**src/rtl/fbc_pkg.sv**
```systemverilog
/*
 package for the flash command sequencer: register map of the controller's own
 apb registers, command codes for the x8 byte-mode flash, op encodings, timing.
 assumes nothing of its surroundings.
*/
package fbc_pkg;
	// apb register byte offsets (own map)
	localparam logic [7:0] REG_CTRL = 8'h00;
	localparam logic [7:0] REG_ADDR = 8'h04;
	localparam logic [7:0] REG_DATA = 8'h08;
	localparam logic [7:0] REG_STAT = 8'h0c;
	localparam logic [7:0] REG_RDAT = 8'h10;
	localparam logic [7:0] REG_PWD = 8'h14;
	// ctrl fields
	localparam int CTRL_GO_BIT = 31;
	localparam int CTRL_OP_LSB = 0;
	localparam int CTRL_OP_W = 5;
	// status fields
	localparam int STAT_BUSY_BIT = 0;
	localparam int STAT_DONE_BIT = 1;
	localparam int STAT_LOCK_BIT = 2;
	localparam int STAT_REFUSE_BIT = 3;
	// flash unlock addresses and codes (byte mode)
	localparam logic [11:0] ADR_AAA = 12'haaa;
	localparam logic [11:0] ADR_555 = 12'h555;
	localparam logic [7:0] CD_AA = 8'haa;
	localparam logic [7:0] CD_55 = 8'h55;
	localparam logic [7:0] CD_RESET = 8'hf0;
	localparam logic [7:0] CD_PROG = 8'ha0;
	localparam logic [7:0] CD_ERASE = 8'h80;
	localparam logic [7:0] CD_CHIP = 8'h10;
	localparam logic [7:0] CD_SECT = 8'h30;
	localparam logic [7:0] CD_BYPASS = 8'h20;
	localparam logic [7:0] CD_AUTOSEL = 8'h90;
	localparam logic [7:0] CD_ZERO = 8'h00;
	localparam logic [7:0] CD_ONE = 8'h01;
	localparam logic [7:0] CD_WBUF = 8'h25;
	localparam logic [7:0] CD_CONFIRM = 8'h29;
	localparam logic [7:0] CD_SRRD = 8'h70;
	localparam logic [7:0] CD_SRCLR = 8'h71;
	localparam logic [7:0] CD_SUSP_LEG = 8'hb0;
	localparam logic [7:0] CD_RES_LEG = 8'h30;
	localparam logic [7:0] CD_SUSP_ENH = 8'h51;
	localparam logic [7:0] CD_RES_ENH = 8'h50;
	localparam logic [7:0] CD_ENT_NVLB = 8'hc0;
	localparam logic [7:0] CD_ENT_VLB = 8'he0;
	localparam logic [7:0] CD_ENT_PWD = 8'h60;
	localparam logic [11:0] OFS_PROT = 12'h004;
	localparam logic [11:0] OFS_SECURE = 12'h006;
	localparam int PWD_WORDS = 4;
	localparam int MAX_STEPS = 12;
	// controller operations
	typedef enum logic [4:0] {
		OP_READ = 5'h00, OP_RESET = 5'h01, OP_PROG = 5'h02, OP_CHIP_ERASE = 5'h03,
		OP_SECT_ERASE = 5'h04, OP_BYP_ENTER = 5'h05, OP_BYP_PROG = 5'h06,
		OP_BYP_SECT = 5'h07, OP_BYP_CHIP = 5'h08, OP_EXIT = 5'h09, OP_SR_READ = 5'h0a,
		OP_SR_CLEAR = 5'h0b, OP_PROT_VERIFY = 5'h0c, OP_SECURE_STAT = 5'h0d,
		OP_SUSP_ENH = 5'h0e, OP_RES_ENH = 5'h0f, OP_SUSP_LEG = 5'h10,
		OP_RES_LEG = 5'h11, OP_ABORT_RST = 5'h12, OP_NVLB_SET = 5'h13,
		OP_NVLB_ERASE = 5'h14, OP_NVLB_READ = 5'h15, OP_VLB_SET = 5'h16,
		OP_VLB_CLR = 5'h17, OP_VLB_READ = 5'h18, OP_PWD_UNLOCK = 5'h19,
		OP_PWD_PROG = 5'h1a, OP_WBUF_HDR = 5'h1b, OP_WBUF_LOAD = 5'h1c,
		OP_WBUF_CONFIRM = 5'h1d
	} fbc_op_type;
	// bus cycle timing on the flash pins, 50 MHz clock
	localparam int CLK_NS = 20;
	localparam int T_WE_NS = 50;
	localparam int T_RD_NS = 80;
	localparam int WE_CYC = (T_WE_NS + CLK_NS - 1) / CLK_NS;
	localparam int RD_CYC = (T_RD_NS + CLK_NS - 1) / CLK_NS;
endpackage

```
**src/rtl/fbc_cyc_if.sv**
```systemverilog
/*
 interface carrying one flash bus cycle request from the sequencer to the pin engine.
 assumes a single clock shared by both ends.
*/
`timescale 1ns/1ns
`default_nettype none
interface fbc_cyc_if #(parameter int AW = 23);
	logic req;
	logic wr;
	logic [AW-1:0] addr;
	logic [7:0] wdata;
	logic ack;
	logic [7:0] rdata;
	modport seq (output req, output wr, output addr, output wdata, input ack, input rdata);
	modport eng (input req, input wr, input addr, input wdata, output ack, output rdata);
endinterface
`default_nettype wire

```
**src/rtl/fbc_host.sv**
```systemverilog
/*
 flash command sequencer: software posts one operation over apb, the sequencer
 writes the matching unlock and command cycles to a byte-mode nor flash.
 assumes the flash is wired to the pin engine outputs and apb is on sys_clk.
*/
`timescale 1ns/1ns
`default_nettype none
module fbc_host
	import fbc_pkg::*;
#(
	parameter int AW = 23,
	parameter int BUF_MAX_CYC = 261
) (
	// clock and reset
	input wire logic sys_clk,
	input wire logic rst_n,
	// apb slave
	input wire logic psel,
	input wire logic penable,
	input wire logic pwrite,
	input wire logic [7:0] paddr,
	input wire logic [31:0] pwdata,
	output logic [31:0] prdata_q,
	output logic pready_q,
	output logic pslverr_q,
	// flash pins
	output logic [AW-1:0] fl_addr_q,
	output logic fl_ce_n_q,
	output logic fl_we_n_q,
	output logic fl_oe_n_q,
	output logic [7:0] fl_dq_out_q,
	output logic fl_dq_oe_q,
	input wire logic [7:0] fl_dq_in,
	output logic acceleration_input_q
);
	initial begin
		if (AW < 12 || BUF_MAX_CYC < 6 || BUF_MAX_CYC > 1023)
			$error("unsupported parameters");
	end
	typedef enum logic [1:0] {
		ST_IDLE = 2'b00, ST_ISSUE = 2'b01, ST_WAIT = 2'b10
	} fbc_state_type;
	fbc_state_type st_q;
	fbc_op_type op_q;
	logic [AW-1:0] addr_q;
	logic [7:0] data_q;
	logic [7:0] rdat_q;
	logic [31:0] pwd_q;
	logic [3:0] step_q;
	logic [9:0] buf_cyc_q;
	logic done_q;
	logic refuse_q;
	logic in_bypass_q;
	logic in_wbuf_q;
	logic [3:0] nsteps;
	logic step_wr;
	logic [AW-1:0] step_addr;
	logic [7:0] step_data;
	logic apb_wr;
	logic apb_rd;
	logic go;
	logic legal;
	fbc_op_type go_op;
	fbc_cyc_if #(.AW(AW)) cyc ();

	fbc_pin_engine #(.AW(AW)) u_eng (
		.sys_clk(sys_clk),
		.rst_n(rst_n),
		.cyc(cyc),
		.fl_addr_q(fl_addr_q),
		.fl_ce_n_q(fl_ce_n_q),
		.fl_we_n_q(fl_we_n_q),
		.fl_oe_n_q(fl_oe_n_q),
		.fl_dq_out_q(fl_dq_out_q),
		.fl_dq_oe_q(fl_dq_oe_q),
		.fl_dq_in(fl_dq_in)
	);

	assign apb_wr = psel && penable && pwrite && !pready_q;
	assign apb_rd = psel && penable && !pwrite && !pready_q;
	assign go = apb_wr && paddr == REG_CTRL && pwdata[CTRL_GO_BIT];
	assign go_op = fbc_op_type'(pwdata[CTRL_OP_LSB +: CTRL_OP_W]);

	// refuse bypass-only ops outside bypass, buffer loads outside a buffer sequence
	always_comb begin
		legal = (st_q == ST_IDLE);
		unique case (go_op)
			OP_BYP_PROG, OP_BYP_SECT, OP_BYP_CHIP: legal = legal && in_bypass_q;
			OP_WBUF_LOAD: legal = legal && in_wbuf_q && buf_cyc_q < 10'(BUF_MAX_CYC - 1);
			OP_WBUF_CONFIRM: legal = legal && in_wbuf_q;
			default: legal = legal;
		endcase
	end

	// cycle table: (write, address, data) for each step of each op
	function automatic logic [AW+8:0] cyc_of(input logic [3:0] s, input logic [7:0] c);
		logic [AW-1:0] a;
		a = AW'(s == 4'd1 ? ADR_555 : ADR_AAA);
		cyc_of = {1'b1, a, s == 4'd1 ? CD_55 : (s == 4'd0 ? CD_AA : c)};
	endfunction

	always_comb begin
		nsteps = 4'd1;
		step_wr = 1'b1;
		step_addr = '0;
		step_data = data_q;
		unique case (op_q)
			OP_READ: begin
				step_wr = 1'b0;
				step_addr = addr_q;
			end
			OP_RESET, OP_SUSP_LEG, OP_RES_LEG, OP_SUSP_ENH, OP_RES_ENH: begin
				step_data = op_q == OP_RESET ? CD_RESET : op_q == OP_SUSP_LEG ? CD_SUSP_LEG :
					op_q == OP_RES_LEG ? CD_RES_LEG : op_q == OP_SUSP_ENH ? CD_SUSP_ENH :
					CD_RES_ENH;
			end
			OP_PROG: begin
				nsteps = 4'd4;
				{step_wr, step_addr, step_data} = cyc_of(step_q, CD_PROG);
				if (step_q == 4'd3) begin
					step_addr = addr_q;
					step_data = data_q;
				end
			end
			OP_CHIP_ERASE, OP_SECT_ERASE: begin
				nsteps = 4'd6;
				{step_wr, step_addr, step_data} = cyc_of(step_q < 4'd3 ? step_q : step_q - 4'd3,
					step_q == 4'd2 ? CD_ERASE : (op_q == OP_CHIP_ERASE ? CD_CHIP : CD_SECT));
				if (step_q == 4'd5 && op_q == OP_SECT_ERASE)
					step_addr = addr_q;
			end
			OP_BYP_ENTER, OP_ABORT_RST, OP_SR_CLEAR, OP_SR_READ: begin
				nsteps = op_q == OP_SR_READ ? 4'd2 : op_q == OP_SR_CLEAR ? 4'd1 : 4'd3;
				{step_wr, step_addr, step_data} = cyc_of(step_q,
					op_q == OP_BYP_ENTER ? CD_BYPASS : CD_RESET);
				if (op_q == OP_SR_READ || op_q == OP_SR_CLEAR) begin
					step_addr = step_q == 4'd0 ? AW'(ADR_AAA) : '0;
					step_data = op_q == OP_SR_READ ? CD_SRRD : CD_SRCLR;
					step_wr = step_q == 4'd0;
				end
			end
			OP_BYP_PROG, OP_PWD_PROG, OP_NVLB_SET, OP_VLB_SET, OP_VLB_CLR: begin
				nsteps = 4'd2;
				step_data = step_q == 4'd0 ? CD_PROG : (op_q == OP_NVLB_SET || op_q == OP_VLB_SET) ?
					CD_ZERO : op_q == OP_VLB_CLR ? CD_ONE : data_q;
				if (step_q == 4'd1)
					step_addr = op_q == OP_PWD_PROG ? AW'(addr_q[1:0]) : addr_q;
			end
			OP_BYP_SECT, OP_BYP_CHIP, OP_NVLB_ERASE, OP_EXIT: begin
				nsteps = 4'd2;
				step_data = step_q == 4'd0 ? (op_q == OP_EXIT ? CD_AUTOSEL : CD_ERASE) :
					op_q == OP_EXIT ? CD_ZERO : op_q == OP_BYP_CHIP ? CD_CHIP : CD_SECT;
				if (step_q == 4'd1 && op_q == OP_BYP_SECT)
					step_addr = addr_q;
			end
			OP_PROT_VERIFY, OP_SECURE_STAT: begin
				nsteps = 4'd4;
				{step_wr, step_addr, step_data} = cyc_of(step_q, CD_AUTOSEL);
				if (step_q == 4'd3) begin
					step_wr = 1'b0;
					step_addr = op_q == OP_SECURE_STAT ? AW'(OFS_SECURE) :
						{addr_q[AW-1:12], OFS_PROT};
				end
			end
			OP_NVLB_READ, OP_VLB_READ: begin
				step_wr = 1'b0;
				step_addr = addr_q;
			end
			OP_PWD_UNLOCK: begin
				nsteps = 4'd7;
				step_data = step_q == 4'd0 ? CD_WBUF : step_q == 4'd1 ? 8'(PWD_WORDS - 1) :
					step_q == 4'd6 ? CD_CONFIRM : pwd_q[8*(step_q-4'd2) +: 8];
				if (step_q >= 4'd2 && step_q <= 4'd5)
					step_addr = AW'(step_q - 4'd2);
			end
			OP_WBUF_HDR: begin
				nsteps = in_bypass_q ? 4'd2 : 4'd4;
				{step_wr, step_addr, step_data} = cyc_of(in_bypass_q ? step_q + 4'd2 : step_q,
					CD_WBUF);
				if (step_q >= nsteps - 4'd2) begin
					step_addr = addr_q;
					step_data = step_q == nsteps - 4'd1 ? data_q : CD_WBUF;
				end
			end
			OP_WBUF_LOAD: begin
				step_addr = addr_q;
			end
			OP_WBUF_CONFIRM: begin
				step_addr = addr_q;
				step_data = CD_CONFIRM;
			end
			default: begin
				step_wr = 1'b0;
			end
		endcase
	end

	assign cyc.req = st_q == ST_ISSUE;
	assign cyc.wr = step_wr;
	assign cyc.addr = step_addr;
	assign cyc.wdata = step_data;

	// sequencer
	always_ff @(posedge sys_clk or negedge rst_n) begin
		if (!rst_n) begin
			st_q <= ST_IDLE;
			op_q <= OP_READ;
			step_q <= 4'd0;
			rdat_q <= 8'h00;
		end else begin
			unique case (st_q)
				ST_IDLE: if (go && legal) begin
					op_q <= go_op;
					step_q <= 4'd0;
					st_q <= ST_ISSUE;
				end
				ST_ISSUE: st_q <= ST_WAIT;
				ST_WAIT: if (cyc.ack) begin
					if (!step_wr)
						rdat_q <= cyc.rdata;
					if (step_q + 4'd1 >= nsteps) begin
						st_q <= ST_IDLE;
					end else begin
						step_q <= step_q + 4'd1;
						st_q <= ST_ISSUE;
					end
				end
				default: st_q <= ST_IDLE;
			endcase
		end
	end

	// mode tracking and buffered-write cycle count
	always_ff @(posedge sys_clk or negedge rst_n) begin
		if (!rst_n) begin
			in_bypass_q <= 1'b0;
			in_wbuf_q <= 1'b0;
			buf_cyc_q <= '0;
		end else if (st_q == ST_IDLE && go && legal) begin
			unique case (go_op)
				OP_BYP_ENTER: in_bypass_q <= 1'b1;
				OP_EXIT, OP_RESET: in_bypass_q <= 1'b0;
				default: in_bypass_q <= in_bypass_q;
			endcase
			if (go_op == OP_WBUF_HDR) begin
				in_wbuf_q <= 1'b1;
				buf_cyc_q <= in_bypass_q ? 10'd2 : 10'd4;
			end else if (go_op == OP_WBUF_LOAD) begin
				buf_cyc_q <= buf_cyc_q + 10'd1;
			end else begin
				in_wbuf_q <= 1'b0;
			end
		end
	end

	// acceleration input high during lock-bit set and volatile lock-bit clear
	always_ff @(posedge sys_clk or negedge rst_n) begin
		if (!rst_n)
			acceleration_input_q <= 1'b0;
		else
			acceleration_input_q <= st_q != ST_IDLE && (op_q == OP_NVLB_SET ||
				op_q == OP_VLB_SET || op_q == OP_VLB_CLR);
	end

	// apb slave: one wait state, reads and writes
	always_ff @(posedge sys_clk or negedge rst_n) begin
		if (!rst_n) begin
			pready_q <= 1'b0;
			pslverr_q <= 1'b0;
			prdata_q <= 32'h0000_0000;
			addr_q <= '0;
			data_q <= 8'h00;
			pwd_q <= 32'h0000_0000;
			done_q <= 1'b0;
			refuse_q <= 1'b0;
		end else begin
			pready_q <= apb_wr || apb_rd;
			pslverr_q <= 1'b0;
			if (st_q == ST_WAIT && cyc.ack && step_q + 4'd1 >= nsteps)
				done_q <= 1'b1;
			else if (go && legal)
				done_q <= 1'b0;
			if (go)
				refuse_q <= !legal;
			if (apb_wr) begin
				unique case (paddr)
					REG_CTRL: ;
					REG_ADDR: if (st_q == ST_IDLE) addr_q <= pwdata[AW-1:0];
					REG_DATA: if (st_q == ST_IDLE) data_q <= pwdata[7:0];
					REG_PWD: if (st_q == ST_IDLE) pwd_q <= pwdata;
					default: pslverr_q <= 1'b1;
				endcase
			end
			if (apb_rd) begin
				unique case (paddr)
					REG_CTRL: prdata_q <= 32'({op_q});
					REG_ADDR: prdata_q <= 32'(addr_q);
					REG_DATA: prdata_q <= 32'(data_q);
					REG_STAT: prdata_q <= 32'({refuse_q, in_bypass_q, done_q, st_q != ST_IDLE});
					REG_RDAT: prdata_q <= 32'(rdat_q);
					REG_PWD: prdata_q <= pwd_q;
					default: begin
						prdata_q <= 32'h0000_0000;
						pslverr_q <= 1'b1;
					end
				endcase
			end
		end
	end
endmodule
`default_nettype wire

```
**src/rtl/fbc_pin_engine.sv**
```systemverilog
/*
 pin engine: runs one asynchronous write or read cycle on the flash pins.
 assumes the flash meets the strobe widths given in the package.
*/
`timescale 1ns/1ns
`default_nettype none
module fbc_pin_engine
	import fbc_pkg::*;
#(
	parameter int AW = 23
) (
	// clock and reset
	input wire logic sys_clk,
	input wire logic rst_n,
	// request side
	fbc_cyc_if.eng cyc,
	// flash pins
	output logic [AW-1:0] fl_addr_q,
	output logic fl_ce_n_q,
	output logic fl_we_n_q,
	output logic fl_oe_n_q,
	output logic [7:0] fl_dq_out_q,
	output logic fl_dq_oe_q,
	input wire logic [7:0] fl_dq_in
);
	localparam int CW = 4;
	initial begin
		if (WE_CYC >= 2 ** CW || RD_CYC >= 2 ** CW || WE_CYC < 1)
			$error("strobe counts do not fit");
	end
	logic [CW-1:0] cnt_q;
	logic act_q;
	logic ack_q;
	logic [7:0] rdata_q;
	assign cyc.ack = ack_q;
	assign cyc.rdata = rdata_q;

	always_ff @(posedge sys_clk or negedge rst_n) begin
		if (!rst_n) begin
			act_q <= 1'b0;
			cnt_q <= '0;
			ack_q <= 1'b0;
			rdata_q <= 8'h00;
			fl_addr_q <= '0;
			fl_ce_n_q <= 1'b1;
			fl_we_n_q <= 1'b1;
			fl_oe_n_q <= 1'b1;
			fl_dq_out_q <= 8'h00;
			fl_dq_oe_q <= 1'b0;
		end else begin
			ack_q <= 1'b0;
			if (!act_q && cyc.req && !ack_q) begin
				act_q <= 1'b1;
				fl_addr_q <= cyc.addr;
				fl_ce_n_q <= 1'b0;
				fl_we_n_q <= !cyc.wr;
				fl_oe_n_q <= cyc.wr;
				fl_dq_out_q <= cyc.wdata;
				fl_dq_oe_q <= cyc.wr;
				cnt_q <= cyc.wr ? CW'(WE_CYC) : CW'(RD_CYC);
			end else if (act_q) begin
				if (cnt_q > 1) begin
					cnt_q <= cnt_q - 1'b1;
				end else begin
					act_q <= 1'b0;
					ack_q <= 1'b1;
					rdata_q <= fl_dq_in;
					fl_ce_n_q <= 1'b1;
					fl_we_n_q <= 1'b1;
					fl_oe_n_q <= 1'b1;
					fl_dq_oe_q <= 1'b0;
				end
			end
		end
	end
endmodule
`default_nettype wire

```
**config.mk**
```make
export PLATFORM = sky130hd
export DESIGN_NAME = fbc_host
export DESIGN_NICKNAME = d
export VERILOG_FILES = /design/src/rtl/fbc_pkg.sv /design/src/rtl/fbc_cyc_if.sv /design/src/rtl/fbc_host.sv /design/src/rtl/fbc_pin_engine.sv
export SDC_FILE = /design/constraint.sdc
export NUM_CORES = 1
export LEC_CHECK = 0
export ABC_AREA = 0
export BUFFER_PORTS_ARGS = -buffer_cell sky130_fd_sc_hd__buf_2
export CORE_MARGIN = 2
export CORE_UTILIZATION = 53
export DETAILED_ROUTE_END_ITERATION = 7
export GPL_ROUTABILITY_DRIVEN = 0
export PLACE_DENSITY_LB_ADDON = 0.12
export SYNTH_ARGS = -nofsm -noshare
export SYNTH_HDL_FRONTEND = slang
export SYNTH_SLANG_ARGS = --single-unit
```
**constraint.sdc**
```tcl
create_clock -name sys_clk -period 3.1 [get_ports sys_clk]
set_clock_uncertainty 0.15 [all_clocks]
set_input_delay 0.62 -clock sys_clk [delete_from_list [all_inputs] [get_ports sys_clk]]
set_output_delay 0.62 -clock sys_clk [all_outputs]
set_load 0.02 [all_outputs]
```
==> qor.yml, run 1 <==
result_of_the_run: "completed"
placed_area_sq_mm: 0.0112
async_flop_share: 1.00
cp.required_ns: 3.27
first_iter_violations: 1183
yosysMostFrequentCell: "dfrtp_1"
wl_per_cell_microns: 21.9
multiInputGateArea_sq_mm: 0.00512
grt_overflow: 0
h_tree_depth_reported_by_cts: 4
synth_flop_cell: "dfrtp_1"
holdCritPathClass: "input pin to asynchronous set/reset pin"
pin_count_of_the_biggest_net_entering_global_routing: 81
routed_via_density: 6.50
num_io_pins: 123
synth_top_area_frac: 0.442
clk_path_buf_depth: 2
final_util: 0.634
arrival_time_at_the_worst_endpoint_ns: 3.09
seq_area_sq_mm: 0.00451
cts.root.buffer_cell: "clkbuf_16"
post-dp-hpwl_microns: 22100
synth-warning-count: 0
seq_area_frac_synth: 0.450
pnr_worst_setup_slack_ns: 0.178
number_of_failing_setup_endpoints_in_the_final_timing_report: 0
route.antenna.remaining_nets: 0
cell_taking_the_most_area_after_synthesis: "dfrtp_1"
p_clk_frac: 0.465
tritoncts.num_buffers: 17
fraction_of_layout_instances_using_a_drive_strength_above_1: 0.284
achievable-frequency_mhz: 342
library_cells_used_by_synthesis: 78
avgSynthCellArea_sq_um: 9.75
wire_length_of_the_first_global_routing_pass_microns: 48700
antennaDiodeCount: 0
synth.top_cells.by_area: "dfrtp_1 (44%), mux2_2 (8.1%), nand2_1 (5.1%), o21ai_0 (3.7%), a21oi_1 (2.7%)"
peakVddDrop_mv: 0.382
floorplan.rows: 50
switching_share: 0.270
detailedRoute.firstPassIterationCount: 6
worst-slew-pin-transition_ns: 0.847
critical_path_peak_fanout: 9
timing.final.hold_violations: 0
power_frac_seq: 0.489
synth_nets: 1097
ratio_of_final_minimum_period_to_clock_period: 0.943
power-per-cell-area_mw_per_mm2: 412
p_int_w: 0.00356
syn2layout_area_growth_pct: 18.0
syn-instance-count: 1028
antenna_found_initial: 0
yosys_register_bits: 180
die_x_microns: 141
initial_utilization: 0.537
worstSkewPairLatency_ns: 0.44
synth.cell_area_sq_mm: 0.0100
detail_route.wirelength_microns: 30900
worst-path-buf-inv: 1
cts_tree: "built"
final_area_sq_mm: 0.0118
filler_cell_count: 1545
critPathKind: "flip-flop to flip-flop"
switchingPower_w: 0.00132
grt.total_usage: 0.314
cts.sink_count: 180
rsz_0062_raised_after_global_routing: "no"
commonest_cells_in_the_synthesized_netlist: "dfrtp_1 (177), nand2_1 (135), o21ai_0 (75), mux2_2 (72), nor2_1 (63)"
first_global_vias: 8513
number_of_flops_mapped_to_enable_cells_by_yosys: 0
endpoint_kind: "flip-flop"
timing.critical_path.from_type: "flip-flop"
slowest_stage: "dfrtp_1"
critical_path.top_delay_family: "compound AO/OA/AOI/OAI gates"
cts.clk_slew.worst_paths_ns: 0.08
finalSetupTns_ns: 0
area_of_the_die_sq_mm: 0.0200
postCtsSetupBuffers: 0
path_cells: "inv_1 -> ha_1 -> or3b_2 -> o311a_1 -> o21ai_0 -> o2111ai_1 -> o32a_1"
fp.coreArea_sq_mm: 0.0186
max-cap-violations: 0
finalWorstPathRequiredPeriod_ns: 2.92
finish.net_count: 1234
io_buf_count: 122
post-place-ws_ns: 0.211
portion_of_total_power_attributed_to_combinational_logic: 0.046
max-slew-margin-rel: 0.433
fp.dieH_microns: 141
cpPeakStageDelay_ns: 0.56
slew_violations: 0
drc: 0
detailroute.via_count: 9183
cellLeakagePower_nw: 5.66
placed cells by master (no fill, tap or decap), types with 7 or more instances in the layout:
| master | instances |
|---|---|
| a211oi_1 | 11 |
| a21o_1 | 8 |
| a21oi_1 | 55 |
| a221o_1 | 17 |
| a222oi_1 | 7 |
| a22oi_1 | 23 |
| a31oi_1 | 16 |
| and2_1 | 9 |
| and3_1 | 8 |
| buf_2 | 121 |
| buf_4 | 71 |
| clkbuf_16 | 17 |
| clkinv_8 | 7 |
| dfrtp_1 | 177 |
| ha_1 | 16 |
| inv_1 | 15 |
| mux2_2 | 72 |
| mux4_2 | 12 |
| nand2_1 | 134 |
| nand2b_1 | 16 |
| nand3_1 | 21 |
| nand4_1 | 8 |
| nor2_1 | 63 |
| nor2b_1 | 15 |
| nor3_1 | 18 |
| o21ai_0 | 75 |
| o22ai_1 | 9 |
| or3_1 | 7 |
per-stage QoR:
| stage | total power, W | hold WS, ns | cells |
|---|---|---|---|
| CTS | 0.00489 | 0.0877 | 1412 |
| global route | 0.00502 | 0.0916 | 1412 |
| finish | 0.00487 | 0.0362 | 1412 |
| global placement | 0.00265 | 0.296 | 1380 |
| detailed placement | 0.00265 | 0.301 | 1380 |
| floorplan | 0.00252 | 0.174 | 1028 |
power by group through the flow:
stage	Clock (W)	Combinational, W	Sequential [W]
3_3_place_gp	0	0.000224	0.00243
2_1_floorplan	0	0.0000899	0.00243
3_5_place_dp	0	0.000226	0.00243
4_1_cts	0.00229	0.000227	0.00238
6_report	0.00226	0.000226	0.00238
5_1_grt	0.00238	0.000250	0.00238
routing by layer:
layer | track usage | routed length [microns] | vias up
li1 | - | - | 4095
met1 | 0.456 | 13100 | 4454
met2 | 0.467 | 13600 | 524
met3 | 0.0597 | 2870 | 110
met4 | 0.125 | 1250 | 0
met5 | 0 | 0 | -
registers in the layout, summed over array words and instances (netlist names), 2 cells and up:
register / flops
step_q: 4
pwd_q: 32
prdata_q: 32
addr_q: 23
u_eng.fl_dq_out_q: 8
rdat_q: 8
op_q: 5
u_eng.fl_addr_q: 23
u_eng.cnt_q: 4
u_eng.cyc.rdata: 8
st_q: 2
data_q: 8
buf_cyc_q: 10
final cells by class:
class | count | share of cell area
multi-input cells | 753 | 0.433
repair buffers | 196 | 0.103
inverters | 17 | 0.00540
clock inverters | 15 | 0.0170
well taps | 234 | 0.0248
clock buffers | 17 | 0.0360
flip-flops and latches | 180 | 0.381
kinds of logic after synthesis:
kind of cell	after synthesis	synth area share
mux	89	0.113
flops	180	0.450
fa+ha+maj	16	0.0200
compound gates	282	0.188
simple gates	356	0.181
buf+inv	95	0.0393
xor+xnor	10	0.00874
path summary, 6_finish.rpt:
| path | to | slack (ns) | cells after the start | start |
|---|---|---|---|---|
| worst min register to register | u_eng.fl_ce_n_q | 0.31 | 2 | u_eng.fl_ce_n_q |
| min in group sys_clk | u_eng.cyc.rdata[4] | 0.21 | 3 | fl_dq_in[4] |
| worst max-delay path | u_eng.fl_dq_out_q[5] | 0.18 | 7 | step_q[0] |
| worst max register to register | u_eng.fl_dq_out_q[5] | 0.18 | 7 | step_q[0] |
| worst min-delay path | u_eng.fl_dq_out_q[7] | 0.04 | 1 | rst_n |
| max in group asynchronous | prdata_q[12] | 1.92 | 2 | rst_n |
repair_timing:
action / in CTS / in global routing
hold buffers: 0 / 0
resized for setup: 0 / 2
setup endpoints to repair: 0 / 1
No activity file was read; power rests on OpenSTA's default activity.
==> inputs of run 2 (changes only) <==
--- a/config.mk
+++ b/config.mk
@@ -7,8 +7,10 @@
 export LEC_CHECK = 0
 export ABC_AREA = 0
 export BUFFER_PORTS_ARGS = -buffer_cell sky130_fd_sc_hd__buf_2
+export CELL_PAD_IN_SITES_DETAIL_PLACEMENT = 2
+export CELL_PAD_IN_SITES_GLOBAL_PLACEMENT = 2
 export CORE_MARGIN = 2
-export CORE_UTILIZATION = 53
+export CORE_UTILIZATION = 34
 export DETAILED_ROUTE_END_ITERATION = 7
 export GPL_ROUTABILITY_DRIVEN = 0
 export PLACE_DENSITY_LB_ADDON = 0.12
==> run 2 against run 1 <==
  * Worst setup slack worse by 0.051 ns
  * First-iteration DRC count shrank 49%
  * Via count is 0.53% lower
  * Design area increased by 2.1%
  * Critical path type unchanged
  * Largest power group unchanged
  * Worst hold slack worse by 0.017 ns
  * Die area increased by 54%
  * Highest routed layer is now met5
  * Final cell count grew 11%
  * Combinational power grew 8%
==> qor.yml, run 2 (same netlist as run 1, synthesis figures left out) <==
critPathKind: "flip-flop to flip-flop"
area_of_the_die_sq_mm: 0.0309
critical_path_peak_fanout: 14
grt.total_usage: 0.264
p_int_w: 0.00354
pin_count_of_the_biggest_net_entering_global_routing: 80
most_common_library_cell_in_the_layout_ignoring_fill_and_taps: "dfrtp_1"
floorplan.rows: 62
grt_overflow: 0
fraction_of_layout_instances_using_a_drive_strength_above_1: 0.292
detailroute.via_count: 9134
slew_violations: 0
cpPeakStageDelay_ns: 0.62
clk_path_buf_depth: 2
route.antenna.remaining_nets: 0
die_x_microns: 176
syn2layout_area_growth_pct: 20.6
worstSetupPathDepth: 9
achievable-frequency_mhz: 336
cp.required_ns: 3.26
numPlacedInstances: 1538
routed_via_density: 5.81
filler_cell_count: 3202
layout_common_cells: "dfrtp_1 (177), nand2_1 (134), buf_2 (121), buf_4 (77), o21ai_0 (75)"
finalNonFillerCells: 1571
hold_buffers: 0
arrival_time_at_the_worst_endpoint_ns: 3.14
path_cells: "inv_1 -> ha_1 -> or3b_2 -> a21oi_1 -> a21oi_1 -> o211ai_1 -> nor2_2 -> buf_4 -> mux2_2"
cts_tree: "built"
io_buf_count: 122
antenna_found_initial: 2
h_tree_depth_reported_by_cts: 4
worstSkewPairLatency_ns: 0.44
holdCritPathClass: "input pin to asynchronous set/reset pin"
power-per-cell-area_mw_per_mm2: 401
finish.net_count: 1242
wl_per_cell_microns: 25.3
slowest_stage: "or3b_2"
fp.dieH_microns: 176
detailedRoute.firstPassIterationCount: 5
tritoncts.num_buffers: 17
max-cap-violations: 0
wire_length_of_the_first_global_routing_pass_microns: 61600
rsz_0062_raised_after_global_routing: "no"
fp.coreArea_sq_mm: 0.0289
biggestRegsByFlops: "prdata_q (32), pwd_q (32)"
endpoint_kind: "flip-flop"
cts.clk_slew.worst_paths_ns: 0.09
timing.reg2reg.setup_slack_ns: 0.13
timing.critical_path.from_type: "flip-flop"
finalSetupTns_ns: 0
postCtsSetupBuffers: 0
p_clk_frac: 0.458
cts.sink_count: 180
critical_path.most_common_cell: "a21oi_1"
power_frac_seq: 0.492
cellLeakagePower_nw: 5.70
initial_utilization: 0.347
result_of_the_run: "completed"
multiInputGateArea_sq_mm: 0.00515
portion_of_total_power_attributed_to_combinational_logic: 0.050
first_global_vias: 9746
timing.final.hold_violations: 0
switching_share: 0.270
max-slew-margin-rel: 0.469
ratio_of_final_minimum_period_to_clock_period: 0.959
cts.root.buffer_cell: "clkbuf_16"
post-dp-hpwl_microns: 29200
seq_area_sq_mm: 0.00451
worst-slew-pin-transition_ns: 0.797
num_io_pins: 123
detail_route.wirelength_microns: 39800
switchingPower_w: 0.00131
finalWorstPathRequiredPeriod_ns: 2.97
peakVddDrop_mv: 0.337
number_of_failing_setup_endpoints_in_the_final_timing_report: 0
drc: 0
worst-path-buf-inv: 2
r2r_cells: 9
critical_path.top_delay_family: "simple AND/OR/NAND/NOR gates"
first_iter_violations: 607
run 2: changes by cell type in the layout (fill, tap and decap cells not counted), moves of 2 or more:
| cell | change |
|---|---|
| buf_4 | +6 |
| clkinv_8 | -5 |
| inv_8 | +4 |
| buf_12 | +2 |
run 2: layout make-up:
class / instances / share of cell area
Antenna cell: 1 / 0.000207
Clock buffer: 18 / 0.0355
Clock inverter: 14 / 0.0127
Inverter: 17 / 0.00528
Multi-Input combinational cell: 753 / 0.426
Sequential cell: 180 / 0.373
Tap cell: 384 / 0.0398
Timing Repair Buffer: 204 / 0.107
run 2: worst paths after layout:
path                            startpoint                   end
setup / recovery                 step_q[1]             rdat_q[2]
hold reg to reg            u_eng.fl_ce_n_q       u_eng.fl_ce_n_q
setup reg to reg                 step_q[1]             rdat_q[2]
min in group sys_clk           fl_dq_in[7]    u_eng.cyc.rdata[7]
hold / removal                       rst_n  acceleration_input_q
max in group asynchronous            rst_n       u_eng.fl_ce_n_q
run 2: repair_timing:
item / 4_1_cts / 5_1_grt
gates resized for setup: 0 / 5
endpoints found under the hold margin: 0 / 0
setup endpoints to repair: 0 / 3
run 2: metal layers:
layer / global-route usage / share of wire / up-vias
li1: - / - / 4087
met1: 0.361 / 0.46 / 4718
met2: 0.434 / 0.48 / 272
met3: 0.0489 / 0.047 / 55
met4: 0.0678 / 0.020 / 2
met5: 0 / 0.00033 / -
run 2: stage by stage:
step	utilization	hold slack, ns	total power, W	setup WS [ns]	instance area, sq um
finish	0.419	0.0192	0.00485	0.127	12100
global route	0.419	0.0810	0.00502	0.00217	12100
CTS	0.418	0.106	0.00489	0.0411	12100
detailed placement	0.398	0.309	0.00267	0.0652	11500
global placement	0.398	0.296	0.00267	0.0501	11500
floorplan	-	0.174	0.00252	0.0250	10000
run 2: power by group through the flow:
stage          sequential (W)  combinational (W)  clock (W)
3_5_place_dp          0.00243           0.000245          0
4_1_cts               0.00238           0.000249    0.00226
5_1_grt               0.00239           0.000270    0.00236
2_1_floorplan         0.00243          0.0000899          0
6_report              0.00238           0.000244    0.00222
3_3_place_gp          0.00243           0.000242          0
